--- config.mk ---
export PLATFORM = sky130hd
export DESIGN_NAME = ccdseq_top
export DESIGN_NICKNAME = d
export VERILOG_FILES = /design/src/rtl/ccdseq_pkg.sv /design/src/rtl/ccdseq_sync.sv /design/src/rtl/ccdseq_ovg.sv /design/src/rtl/ccdseq_top.sv
export VERILOG_INCLUDE_DIRS = /design/src /design/src/rtl
export SDC_FILE = /design/constraint.sdc
export NUM_CORES = 1
export LEC_CHECK = 0
export BUFFER_PORTS_ARGS = -buffer_cell sky130_fd_sc_hd__clkbuf_2
export CORE_MARGIN = 2
export CORE_UTILIZATION = 50
export CTS_CLUSTER_DIAMETER = 120
export DETAILED_ROUTE_END_ITERATION = 8
export PLACE_DENSITY = 0.68
export SYNTH_ARGS = -nofsm -noshare
export SYNTH_HDL_FRONTEND = slang
export SYNTH_HIERARCHICAL = 1
export SYNTH_SLANG_ARGS = --single-unit
--- constraint.sdc ---
create_clock -name i_clk -period 2 [get_ports i_clk]
set_input_delay 0.3 -clock i_clk [delete_from_list [all_inputs] [get_ports i_clk]]
set_output_delay 0.3 -clock i_clk [all_outputs]
set_load 0.02 [all_outputs]
--- src/rtl/ccdseq_defines.svh ---
// Timing counts and line geometry for the line clock sequencer
`ifndef CCDSEQ_DEFINES_SVH
`define CCDSEQ_DEFINES_SVH
`define CCDSEQ_FULL_PIXELS     12'h832
`define CCDSEQ_SUM_PIXELS      12'h419
`define CCDSEQ_OVERHEAD        12'h010
`define CCDSEQ_CNT_W           12
`define CCDSEQ_HALF_CYC        4'h4
`define CCDSEQ_STOP_CYC        8'h04
`define CCDSEQ_TGON_CYC        8'h20
`define CCDSEQ_TG1OFF_CYC      8'h10
`define CCDSEQ_TG2OFF_CYC      8'h04
`define CCDSEQ_RST_CYC         4'h1
`endif

--- src/rtl/ccdseq_pkg.sv ---
// Types of the line clock sequencer
package ccdseq_pkg;
   typedef enum logic [5:0] {
      CCDSEQ_IDLE   = 6'h01,
      CCDSEQ_STOP   = 6'h02,
      CCDSEQ_TGON   = 6'h04,
      CCDSEQ_TG1OFF = 6'h08,
      CCDSEQ_TG2OFF = 6'h10,
      CCDSEQ_READ   = 6'h20
   } ccdseq_state_t;
endpackage : ccdseq_pkg

--- src/rtl/ccdseq_sync.sv ---
// Two flip-flop synchroniser for one level
`timescale 1ns/10ps
module ccdseq_sync (
   input  wire logic i_clk,
   input  wire logic i_rstn,
   input  wire logic i_d,
   output logic      o_q
);
   logic meta_q;
   always_ff @(posedge i_clk or negedge i_rstn) begin
      if (!i_rstn) begin
         meta_q <= 1'b0;
         o_q    <= 1'b0;
      end else begin
         meta_q <= i_d;
         o_q    <= meta_q;
      end
   end
endmodule : ccdseq_sync

--- src/rtl/ccdseq_ovg.sv ---
// One channel overflow gate: high from line transfer until exposure point
`timescale 1ns/10ps
`include "ccdseq_defines.svh"
module ccdseq_ovg (
   input  wire logic                    i_clk,
   input  wire logic                    i_rstn,
   input  wire logic                    i_set,
   input  wire logic                    i_shift_edge,
   input  wire logic [`CCDSEQ_CNT_W-1:0] i_pix,
   input  wire logic [`CCDSEQ_CNT_W-1:0] i_fall_at,
   output logic                         o_gate
);
   logic gate_d;
   always_comb begin
      gate_d = o_gate;
      if (i_set)
         gate_d = 1'b1;
      else if (i_shift_edge && i_pix >= i_fall_at)
         gate_d = 1'b0;
   end
   always_ff @(posedge i_clk or negedge i_rstn) begin
      if (!i_rstn)
         o_gate <= 1'b0;
      else
         o_gate <= gate_d;
   end
endmodule : ccdseq_ovg

--- src/rtl/ccdseq_top.sv ---
// Line clock sequencer driving a three channel linear image sensor
`timescale 1ns/10ps
`include "ccdseq_defines.svh"
// Behaviour
// - Overflow gate high while inner gate off drains photocurrent entirely.
// - Overflow gate rises as inner gate falls, falls later in line.
// - Exposure runs from overflow fall to next inner gate fall.
// - Separate overflow gate outputs for red, green and blue.
// - Overflow gates rise on the inner transfer gate falling edge.
// - Overflow gates fall on a shift clock edge.
// - Both transfer gates stay off during integration and readout.
// - Shift stops with phase one high, phase two low before transfer.
// - With shifting stopped both transfer gates turn on.
// - Inner transfer gate turns off first, outer one afterwards.
// - Complementary shift clocking resumes after outer gate off.
// - Reset clock pulses before every output pixel.
// - Summing mode: summing clock 75% duty, half phase-two rate.
// - Full mode: summing clock equals phase two clock.
module ccdseq_top (
   input  wire logic                    i_clk,
   input  wire logic                    i_rstn,
   input  wire logic                    i_enable,
   input  wire logic                    i_sum_mode,
   input  wire logic [`CCDSEQ_CNT_W-1:0] i_exp_red,
   input  wire logic [`CCDSEQ_CNT_W-1:0] i_exp_green,
   input  wire logic [`CCDSEQ_CNT_W-1:0] i_exp_blue,
   output logic                         o_phase1,
   output logic                         o_phase2,
   output logic                         o_summing_gate_clock,
   output logic                         o_reset_clock,
   output logic                         o_inner_transfer_gate,
   output logic                         o_outer_transfer_gate,
   output logic                         o_red_overflow_gate,
   output logic                         o_green_overflow_gate,
   output logic                         o_blue_overflow_gate,
   output logic                         o_line_start
);
   localparam int W = `CCDSEQ_CNT_W;
   logic rst1_q, rstn_q;
   logic en_s, sum_s;
   ccdseq_pkg::ccdseq_state_t st_q, st_d;
   logic [7:0]   tmr_q, tmr_d;
   logic [3:0]   half_q, half_d;
   logic [W-1:0] pix_q, pix_d;
   logic         ph1_q, ph1_d;
   logic         sg_q, sg_d;
   logic         rc_q, rc_d;
   logic         tg1_q, tg1_d;
   logic         tg2_q, tg2_d;
   logic         ls_q, ls_d;
   logic         sum_q, sum_d;
   logic         ovg_set;
   logic         shift_edge;
   logic [W-1:0] line_len;
   logic [W-1:0] exp_r, exp_g, exp_b;
   logic [W-1:0] fall_r, fall_g, fall_b;
   logic [7:0]   tg2_hold_q, tg2_hold_d;

   // Reset release through two flops
   always_ff @(posedge i_clk or negedge i_rstn) begin
      if (!i_rstn) begin
         rst1_q <= 1'b0;
         rstn_q <= 1'b0;
      end else begin
         rst1_q <= 1'b1;
         rstn_q <= rst1_q;
      end
   end

   ccdseq_sync u_sync_en (
      .i_clk  (i_clk),
      .i_rstn (rstn_q),
      .i_d    (i_enable),
      .o_q    (en_s)
   );
   ccdseq_sync u_sync_sum (
      .i_clk  (i_clk),
      .i_rstn (rstn_q),
      .i_d    (i_sum_mode),
      .o_q    (sum_s)
   );

   // Shift cycles per line; a summed pixel takes two shift cycles
   assign line_len = sum_q ? 12'((`CCDSEQ_SUM_PIXELS + `CCDSEQ_OVERHEAD) << 1)
                           : `CCDSEQ_FULL_PIXELS + `CCDSEQ_OVERHEAD;
   // Exposure count saturates at line length
   assign exp_r = (i_exp_red   > line_len) ? line_len : i_exp_red;
   assign exp_g = (i_exp_green > line_len) ? line_len : i_exp_green;
   assign exp_b = (i_exp_blue  > line_len) ? line_len : i_exp_blue;
   // Gate falls so that exposure count remains until line end
   assign fall_r = line_len - exp_r;
   assign fall_g = line_len - exp_g;
   assign fall_b = line_len - exp_b;

   // Overflow rises with the inner transfer gate falling edge
   assign ovg_set = (st_q == ccdseq_pkg::CCDSEQ_TG1OFF) && ls_q;
   // Phase one falling edge is a shift clock edge
   assign shift_edge = (st_q == ccdseq_pkg::CCDSEQ_READ) && ph1_q &&
                       (half_q == `CCDSEQ_HALF_CYC - 4'h1);

   always_comb begin
      st_d   = st_q;
      tmr_d  = tmr_q;
      half_d = half_q;
      pix_d  = pix_q;
      ph1_d  = ph1_q;
      sg_d   = sg_q;
      rc_d   = 1'b0;
      tg1_d  = tg1_q;
      tg2_d  = tg2_q;
      ls_d   = 1'b0;
      sum_d  = sum_q;
      case (st_q)
         ccdseq_pkg::CCDSEQ_IDLE: begin
            ph1_d = 1'b1;
            sg_d  = 1'b0;
            tg1_d = 1'b0;
            tg2_d = 1'b0;
            if (en_s) begin
               sum_d = sum_s;
               tmr_d = `CCDSEQ_STOP_CYC;
               st_d  = ccdseq_pkg::CCDSEQ_STOP;
            end
         end
         ccdseq_pkg::CCDSEQ_STOP: begin
            ph1_d = 1'b1;
            sg_d  = 1'b0;
            tmr_d = tmr_q - 8'h01;
            if (tmr_q == 8'h01) begin
               tg1_d = 1'b1;
               tg2_d = 1'b1;
               tmr_d = `CCDSEQ_TGON_CYC;
               st_d  = ccdseq_pkg::CCDSEQ_TGON;
            end
         end
         ccdseq_pkg::CCDSEQ_TGON: begin
            tmr_d = tmr_q - 8'h01;
            if (tmr_q == 8'h01) begin
               tg1_d = 1'b0;
               ls_d  = 1'b1;
               tmr_d = `CCDSEQ_TG1OFF_CYC;
               st_d  = ccdseq_pkg::CCDSEQ_TG1OFF;
            end
         end
         ccdseq_pkg::CCDSEQ_TG1OFF: begin
            tmr_d = tmr_q - 8'h01;
            if (tmr_q == 8'h01) begin
               tg2_d = 1'b0;
               tmr_d = `CCDSEQ_TG2OFF_CYC;
               st_d  = ccdseq_pkg::CCDSEQ_TG2OFF;
            end
         end
         ccdseq_pkg::CCDSEQ_TG2OFF: begin
            tmr_d = tmr_q - 8'h01;
            if (tmr_q == 8'h01) begin
               half_d = 4'h0;
               pix_d  = '0;
               st_d   = ccdseq_pkg::CCDSEQ_READ;
            end
         end
         ccdseq_pkg::CCDSEQ_READ: begin
            half_d = half_q + 4'h1;
            if (half_q == `CCDSEQ_HALF_CYC - 4'h1) begin
               half_d = 4'h0;
               ph1_d  = ~ph1_q;
               if (ph1_q) begin
                  // Phase two rises: reset pulse precedes the next pixel
                  if (!sum_q || pix_q[0])
                     rc_d = 1'b1;
               end else begin
                  pix_d = pix_q + 1'b1;
                  if (pix_q + 1'b1 == line_len) begin
                     tmr_d = `CCDSEQ_STOP_CYC;
                     sum_d = sum_s;
                     st_d  = en_s ? ccdseq_pkg::CCDSEQ_STOP
                                  : ccdseq_pkg::CCDSEQ_IDLE;
                  end
               end
            end
            // Full: summing clock is phase two itself
            if (!sum_q)
               sg_d = ~ph1_d;
            // Summing: low only in the first half of each even pixel
            else if (half_q == `CCDSEQ_HALF_CYC - 4'h1)
               sg_d = !(!ph1_q && pix_q[0]);
         end
         default: st_d = ccdseq_pkg::CCDSEQ_IDLE;
      endcase
   end

   always_ff @(posedge i_clk or negedge rstn_q) begin
      if (!rstn_q) begin
         st_q   <= ccdseq_pkg::CCDSEQ_IDLE;
         tmr_q  <= 8'h00;
         half_q <= 4'h0;
         pix_q  <= '0;
         ph1_q  <= 1'b1;
         sg_q   <= 1'b0;
         rc_q   <= 1'b0;
         tg1_q  <= 1'b0;
         tg2_q  <= 1'b0;
         ls_q   <= 1'b0;
         sum_q  <= 1'b0;
      end else begin
         st_q   <= st_d;
         tmr_q  <= tmr_d;
         half_q <= half_d;
         pix_q  <= pix_d;
         ph1_q  <= ph1_d;
         sg_q   <= sg_d;
         rc_q   <= rc_d;
         tg1_q  <= tg1_d;
         tg2_q  <= tg2_d;
         ls_q   <= ls_d;
         sum_q  <= sum_d;
      end
   end

   // One gate per channel, common timing otherwise
   ccdseq_ovg u_ovg_r (
      .i_clk        (i_clk),
      .i_rstn       (rstn_q),
      .i_set        (ovg_set),
      .i_shift_edge (shift_edge),
      .i_pix        (pix_q),
      .i_fall_at    (fall_r),
      .o_gate       (o_red_overflow_gate)
   );
   ccdseq_ovg u_ovg_g (
      .i_clk        (i_clk),
      .i_rstn       (rstn_q),
      .i_set        (ovg_set),
      .i_shift_edge (shift_edge),
      .i_pix        (pix_q),
      .i_fall_at    (fall_g),
      .o_gate       (o_green_overflow_gate)
   );
   ccdseq_ovg u_ovg_b (
      .i_clk        (i_clk),
      .i_rstn       (rstn_q),
      .i_set        (ovg_set),
      .i_shift_edge (shift_edge),
      .i_pix        (pix_q),
      .i_fall_at    (fall_b),
      .o_gate       (o_blue_overflow_gate)
   );

   // Sensor-side behaviour relied on
   assign o_phase1              = ph1_q;
   assign o_phase2              = ~ph1_q;
   assign o_summing_gate_clock  = sg_q;
   assign o_reset_clock         = rc_q;
   assign o_inner_transfer_gate = tg1_q;
   assign o_outer_transfer_gate = tg2_q;
   assign o_line_start          = ls_q;

   // Cycles the outer gate has stayed on since the inner gate fell
   always_comb begin
      tg2_hold_d = 8'h00;
      if (!tg1_q && tg2_q)
         tg2_hold_d = tg2_hold_q + 8'h01;
   end
   always_ff @(posedge i_clk or negedge rstn_q) begin
      if (!rstn_q)
         tg2_hold_q <= 8'h00;
      else
         tg2_hold_q <= tg2_hold_d;
   end
endmodule : ccdseq_top

Word-level counts from Yosys, hierarchy flattened --
Index checks and enable logic that the tools add are counted.
Word-level totals: flip-flop bits (word level) 46, output and inout bits 10, word-level logic and storage cells 137, input bits 40
Cells by class: bitwise gates (word level) 2, magnitude comparators 6, mux-type cells 56, add/sub/neg operators 6, reduce and logical (&&, ||, !) cells 29, equality and inequality tests 18
Operator list (count):
- 12-bit 2-to-1 mux | 6
- 8-bit 2-to-1 mux | 7
- 6-bit 2-to-1 mux | 8
- 8-bit one-hot mux with 6 select lines | 1
- 12-bit >= comparator | 3
- 12-bit greater-than comparator | 3
- 6-bit one-hot mux with 6 select lines | 1
- 12-bit subtractor | 3
- 12-bit one-hot mux with 2 select lines | 1
- 1-bit 2-to-1 mux | 22
- 12-bit by 1-bit adder with 12-bit output (second input constant) | 1
- 12-bit == test | 1
- 2-bit nonzero test | 6
- 5-bit AND reduction | 2
- 8-bit by 1-bit == test with 1-bit output (second input constant) | 1
- 4-bit 2-to-1 mux | 2
- 2-bit by 1-bit != test with 1-bit output (second input constant) | 4
- 2-bit != test (second input constant) | 4
- 4-bit one-hot mux with 2 select lines | 1
- 8-bit AND reduction | 1
- 8-bit by 1-bit subtractor with 8-bit output (second input constant) | 1
- 1-bit logical AND | 7
- 6-bit by 1-bit == test with 1-bit output (second input constant) | 1
- 6-bit by 2-bit == test with 1-bit output (second input constant) | 1
- other kinds (20) | 29

Depth between registers and ports, before layout --
depth in word-level cells 8, gate-level depth with buffers 21, mapped depth without buffers 20

By module --
Netlist, hierarchy kept.
By module, submodules not included:
- ccdseq_top | cells each 494, times used 1, area each 3893.7 sq um
- ccdseq_ovg | cells each 46, times used 3, area each 344.1 sq um
- ccdseq_sync | cells each 2, times used 2, area each 50.0 sq um

Worst setup path before layout --
OpenSTA, ideal clock, no wires.
path kind register -> register, start register sum_q, end register u_ovg_r.o_gate, cell stages (with the launch flop) 19, setup slack -1.863 ns, path buffers 1, period minus slack after synthesis 3.863 ns, arrival time 3.736 ns, cell sequence dfrtp_1 inv_1 ha_1 and4b_1 a41oi_2 and2_1 buf_2 a21oi_1 ha_1 nand2b_4 o31a_1 and4_1 a2111oi_2 inv_1 ha_1 nand4_1 o21ai_0 a21oi_1 a2bb2oi_2
On the way: longest elaborated chain between the ends 7
RTL lines:
- start, declared | line ccdseq_top.sv:51 | logic sum_q, sum_d;
- start signal, assigned | line ccdseq_top.sv:215 | sum_q <= sum_d;
- 5-bit 2-to-1 mux (no line) *
- 12-bit greater-than comparator | line ccdseq_top.sv:87 | assign exp_r = (i_exp_red > line_len) ? line_len : i_exp_red;
- 12-bit 2-to-1 mux | line ccdseq_top.sv:87
- 12-bit subtractor * | line ccdseq_top.sv:91 | assign fall_r = line_len - exp_r;
- net fall_r[9] | line ccdseq_top.sv:56 | logic [W-1:0] fall_r, fall_g, fall_b;
- 12-bit >= comparator * | line ccdseq_ovg.sv:18 | else if (i_shift_edge && i_pix >= i_fall_at)
- 1-bit logical AND * | line ccdseq_ovg.sv:18
- 2-bit nonzero test (no line) *
- end signal, assigned | line ccdseq_ovg.sv:25 | o_gate <= gate_d;
- end, declared | line ccdseq_ovg.sv:11 | output logic o_gate
Mark *: on every way through the listed nets, which the timed path passes. The rest lies on a longest branch. A chain may end at the register's enable or synchronous reset.

Worst setup path after layout --
start register sum_q, end register u_ovg_b.o_gate
On the way: longest elaborated chain between the ends 7
RTL lines:
- 5-bit 2-to-1 mux (no line) *
- 12-bit greater-than comparator | line ccdseq_top.sv:89 | assign exp_b = (i_exp_blue > line_len) ? line_len : i_exp_blue;
- 12-bit 2-to-1 mux | line ccdseq_top.sv:89
- 12-bit subtractor * | line ccdseq_top.sv:93 | assign fall_b = line_len - exp_b;
- net fall_b[8] | line ccdseq_top.sv:56
- 12-bit >= comparator * | line ccdseq_ovg.sv:18
- 1-bit logical AND * | line ccdseq_ovg.sv:18
- 2-bit nonzero test (no line) *
- end signal, assigned | line ccdseq_ovg.sv:25
- end, declared | line ccdseq_ovg.sv:11
Marked as above.

==> reports/summary.txt <==
Relative slew margins -> 63.7%
Highest clock rate -> 268 MHz
Initial Utilization -> 51.4%
Startpoint type of the worst setup path -> flop
Initial antenna violation count -> 0
Cell type with the largest total area after synthesis -> dfrtp_1
Layout area overhead -> 46.6%
# setup viols final -> 15
Register area share after synthesis -> 23.0%
Worst hold path class -> primary input to flop
Final design instance area without fill -> 7370 sq um
Largest stage delay on the critical path -> 0.43 ns
Count of endpoints failing hold in the final timing report -> 0
Static leakage power -> 3.56 nW
Clk_lat worst skew -> 0.31 ns
Unrepaired setup endpoints after global routing -> yes
Post-synthesis cell count -> 636
Syn_nets -> 726
Largest net degree at the start of global routing -> 45
Port Buf Inserts -> 49
Full die area -> 10,900 sq um
Number of design-rule violations left by the first detailed-router iteration -> 346
Number of global-route vias before repair -> 5,448
Setup slack of the worst register-to-register path -> -1.73 ns
Boundary Pins -> 50
Die outline height -> 104 microns
Clock Skew -> 0.0108 ns
Remaining antenna violation count -> 0
Number of max-cap violations -> 0
Biggest area contributors in the synthesized netlist -> dfrtp_1 22%, ha_1 12%, o21ai_0 5.5%
Number of synthesized flops with an enable pin -> 0
Critical setup path kind -> flop to flop
Hold Path Depth -> 1
Clock tree from TritonCTS -> built
Row cnt -> 36
Clock transition at the registers of the reported paths -> 0.09 ns
Number of buffers added by the clock tree synthesis step -> 5
Worst-path fanout max -> 5
Startpoint of the worst hold path -> i_enable
Startpoint of the most critical register-to-register path -> sum_q$_DFFE_PN0P_
Violated checks -> setup timing
Run status -> complete, but fails checks
Global-route usage over all layers -> 27.0%
Cell area after synthesis -> 5030 sq um
Mean area per synthesized cell -> 7.90 sq um
Wire length reported by the detailed router -> 15,700 microns
Setup crit end kind -> flop
Fraction of synthesis flops using an asynchronous set or reset pin -> 100%
First-pass iteration count of the detailed router -> 5
Highest-count cells in the layout ignoring fill and taps -> 174 x buf_4, 60 x inv_1, 55 x nor2_1, 49 x clkbuf_2, 48 x nand2_1
Cells on worst reg2reg path -> 19
FF-to-FF End -> u_ovg_b/o_gate$_DFFE_PN0P_
Fin crit period -> 3.73 ns
Number of buffers on the longest clock path -> 2
Req. time, crit path -> 2.20 ns
Least-Margin Pin Slew -> 0.541 ns
Cell breakdown of the critical path -> clkinv_4, ha_4, and4b_2, a211oi_4, o21ai_2, o21ai_2, mux2i_1, ha_2, a21oi_2, a21o_1, buf_4, nor2_1, a311oi_1, inv_1, ha_1, nand4_1, o21ai_1, a21oi_2, a2bb2oi_2
Routed len/inst -> 15.9 microns
Cell chosen for the clock root -> clkbuf_8
Sink count of the clock tree -> 46
Highest-delay cell along the critical path -> dfrtp_2
Leading register cell type out of synthesis -> dfrtp_1
Highest ir drop seen on vdd -> 0.905 mV
Final Wtd Congestion -> 0.934
Number of nets in the layout -> 943
Worst hold path endpoint -> u_sync_en/meta_q$_DFF_PN0_
Flops & latches, synth -> 46
Distinct cell type count after synthesis -> 90
Core box area -> 9770 sq um
Htree depth -> 2
Standard cell area after detailed placement -> 6700 sq um
First-pass GRT wire length -> 24,500 microns
Leading cell type in the layout, fill and taps excluded -> buf_4
Crit share post-route -> 186%
Horizontal die dimension -> 104 microns
Antenna cells -> 0
Endpoint arrival time on the critical path -> 3.93 ns
Worst hold slack -> 0.0954 ns
Total of warnings raised by yosys -> 6
Max-slew violation total from the final report -> 0
Ratio of cells with drive above 1 in the final layout -> 41.1%
GR Overflow Total -> 0
Count of vias placed by the detailed router -> 5,719
Power density cells -> 785 nW/um^2
HPWL after detailed placement -> 11,000 microns
Number of design rule violations left after detail routing -> 0
Yosys top cell area share -> 21.9%
Routed via count divided by cell count -> 5.79
Smallest setup slack after layout -> -1.73 ns
[report_power, final]
part	leakage (nW)	internal (mW)	switching (mW)
Sequential	0.586	1.06	0.118
Clock	0.0714	0.533	0.332
Combinational	2.90	1.81	1.93
[cell usage after synthesis, types with 5 or more instances]
| cell | n |
|---|---|
| o21ai_0 | 55 |
| o211ai_1 | 6 |
| dfrtp_1 | 44 |
| nand2b_1 | 9 |
| a31oi_1 | 6 |
| xnor2_1 | 5 |
| a21oi_2 | 6 |
| nand3_1 | 18 |
| ha_1 | 50 |
| nand2_1 | 49 |
| mux2i_1 | 5 |
| or3_1 | 5 |
| inv_1 | 61 |
| xor2_1 | 9 |
| a21o_1 | 7 |
| o31ai_1 | 10 |
| nor3_1 | 20 |
| nor2_1 | 60 |
| o21ai_1 | 6 |
| clkbuf_1 | 10 |
| o22ai_1 | 7 |
| nor2b_1 | 9 |
| buf_2 | 12 |
| a21oi_1 | 38 |
| nand4_1 | 7 |
[metal layers]
metal	track usage [%]	part of all wire [%]
met5	0	0
met4	9.27	2.8
met3	2.94	4.6
met2	46.6	50
met1	35.0	43
[per-stage QoR]
stage                     total power [mW]  setup TNS (ns)  util [%]  setup WS [ns]  std cells
after CTS                             5.38           -6.05      72.4          -1.63        976
after floorplan                       3.16           -6.55         -          -1.67        636
final                                 5.78           -7.24      75.4          -1.73        987
after global routing                  6.18           -8.59      75.4          -1.91        987
after global placement                4.23           -7.06      68.6          -1.58        956
after detailed placement              4.34           -8.79      68.6          -1.69        956
[flip-flops by register name, indices dropped and copies added (netlist names), 4 cells and up]
name,cells
pix_q,12
st_q,6
tmr_q,8
half_q,4
[worst max path at each step]
stage | start | endpoint | slack [ns] | depth (start not counted)
3_5_place_dp | i_exp_red[2] | u_ovg_r/o_gate$_DFFE_PN0P_ | -1.69 | 16
6_report | sum_q$_DFFE_PN0P_ | u_ovg_b/o_gate$_DFFE_PN0P_ | -1.73 | 19
5_1_grt | sum_q$_DFFE_PN0P_ | u_ovg_r/o_gate$_DFFE_PN0P_ | -1.91 | 18
2_1_floorplan | sum_q$_DFFE_PN0P_ | u_ovg_g/o_gate$_DFFE_PN0P_ | -1.67 | 19
3_3_place_gp | i_exp_green[10] | u_ovg_g/o_gate$_DFFE_PN0P_ | -1.58 | 18
4_1_cts | sum_q$_DFFE_PN0P_ | u_ovg_b/o_gate$_DFFE_PN0P_ | -1.63 | 19
[timing repair]
item                       4_1_cts  5_1_grt
pin swaps                       32       30
setup buffers                   10       11
hold buffers                     1        0
gates cloned                     1        0
gates resized for setup         30       42
setup endpoints to repair       29       23
hold endpoints to repair         2        0
[final cells by class]
| type | instances | area (sq um) |
|---|---|---|
| Clock buffer | 6 | 82.6 |
| Tap cell | 133 | 166 |
| Multi-Input combinational cell | 505 | 3970 |
| Clock inverter | 2 | 60.1 |
| Sequential cell | 46 | 1160 |
| Fill cell | 720 | 2410 |
| Inverter | 61 | 234 |
| Timing Repair Buffer | 234 | 1690 |
[cells by family (layout without fill, tap and decap cells)]
family	Yosys count	count (layout)	share of synthesized area (%)
adder cells (fa/ha/maj)	50	50	12.4
buffers and inverters	86	303	6.90
other	1	1	0.0746
XOR/XNOR	14	14	2.44
AND/OR/NAND/NOR	226	226	24.6
multiplexers	7	7	1.44
flip-flops	46	46	23.0
AO/OA/AOI/OAI	206	207	29.1
[critical path: cells and delay by family, from the launching register on]
kind / cells / cell delay (ns)
DFF: 1 / 0.43
and+or+nand+nor: 3 / 0.39
muxes: 1 / 0.25
buffers and inverters: 3 / 0.34
AOI/OAI and AO/OA: 9 / 1.41
adders and majority gates: 3 / 0.80
Note: power is estimated with default switching activity, not from simulation.
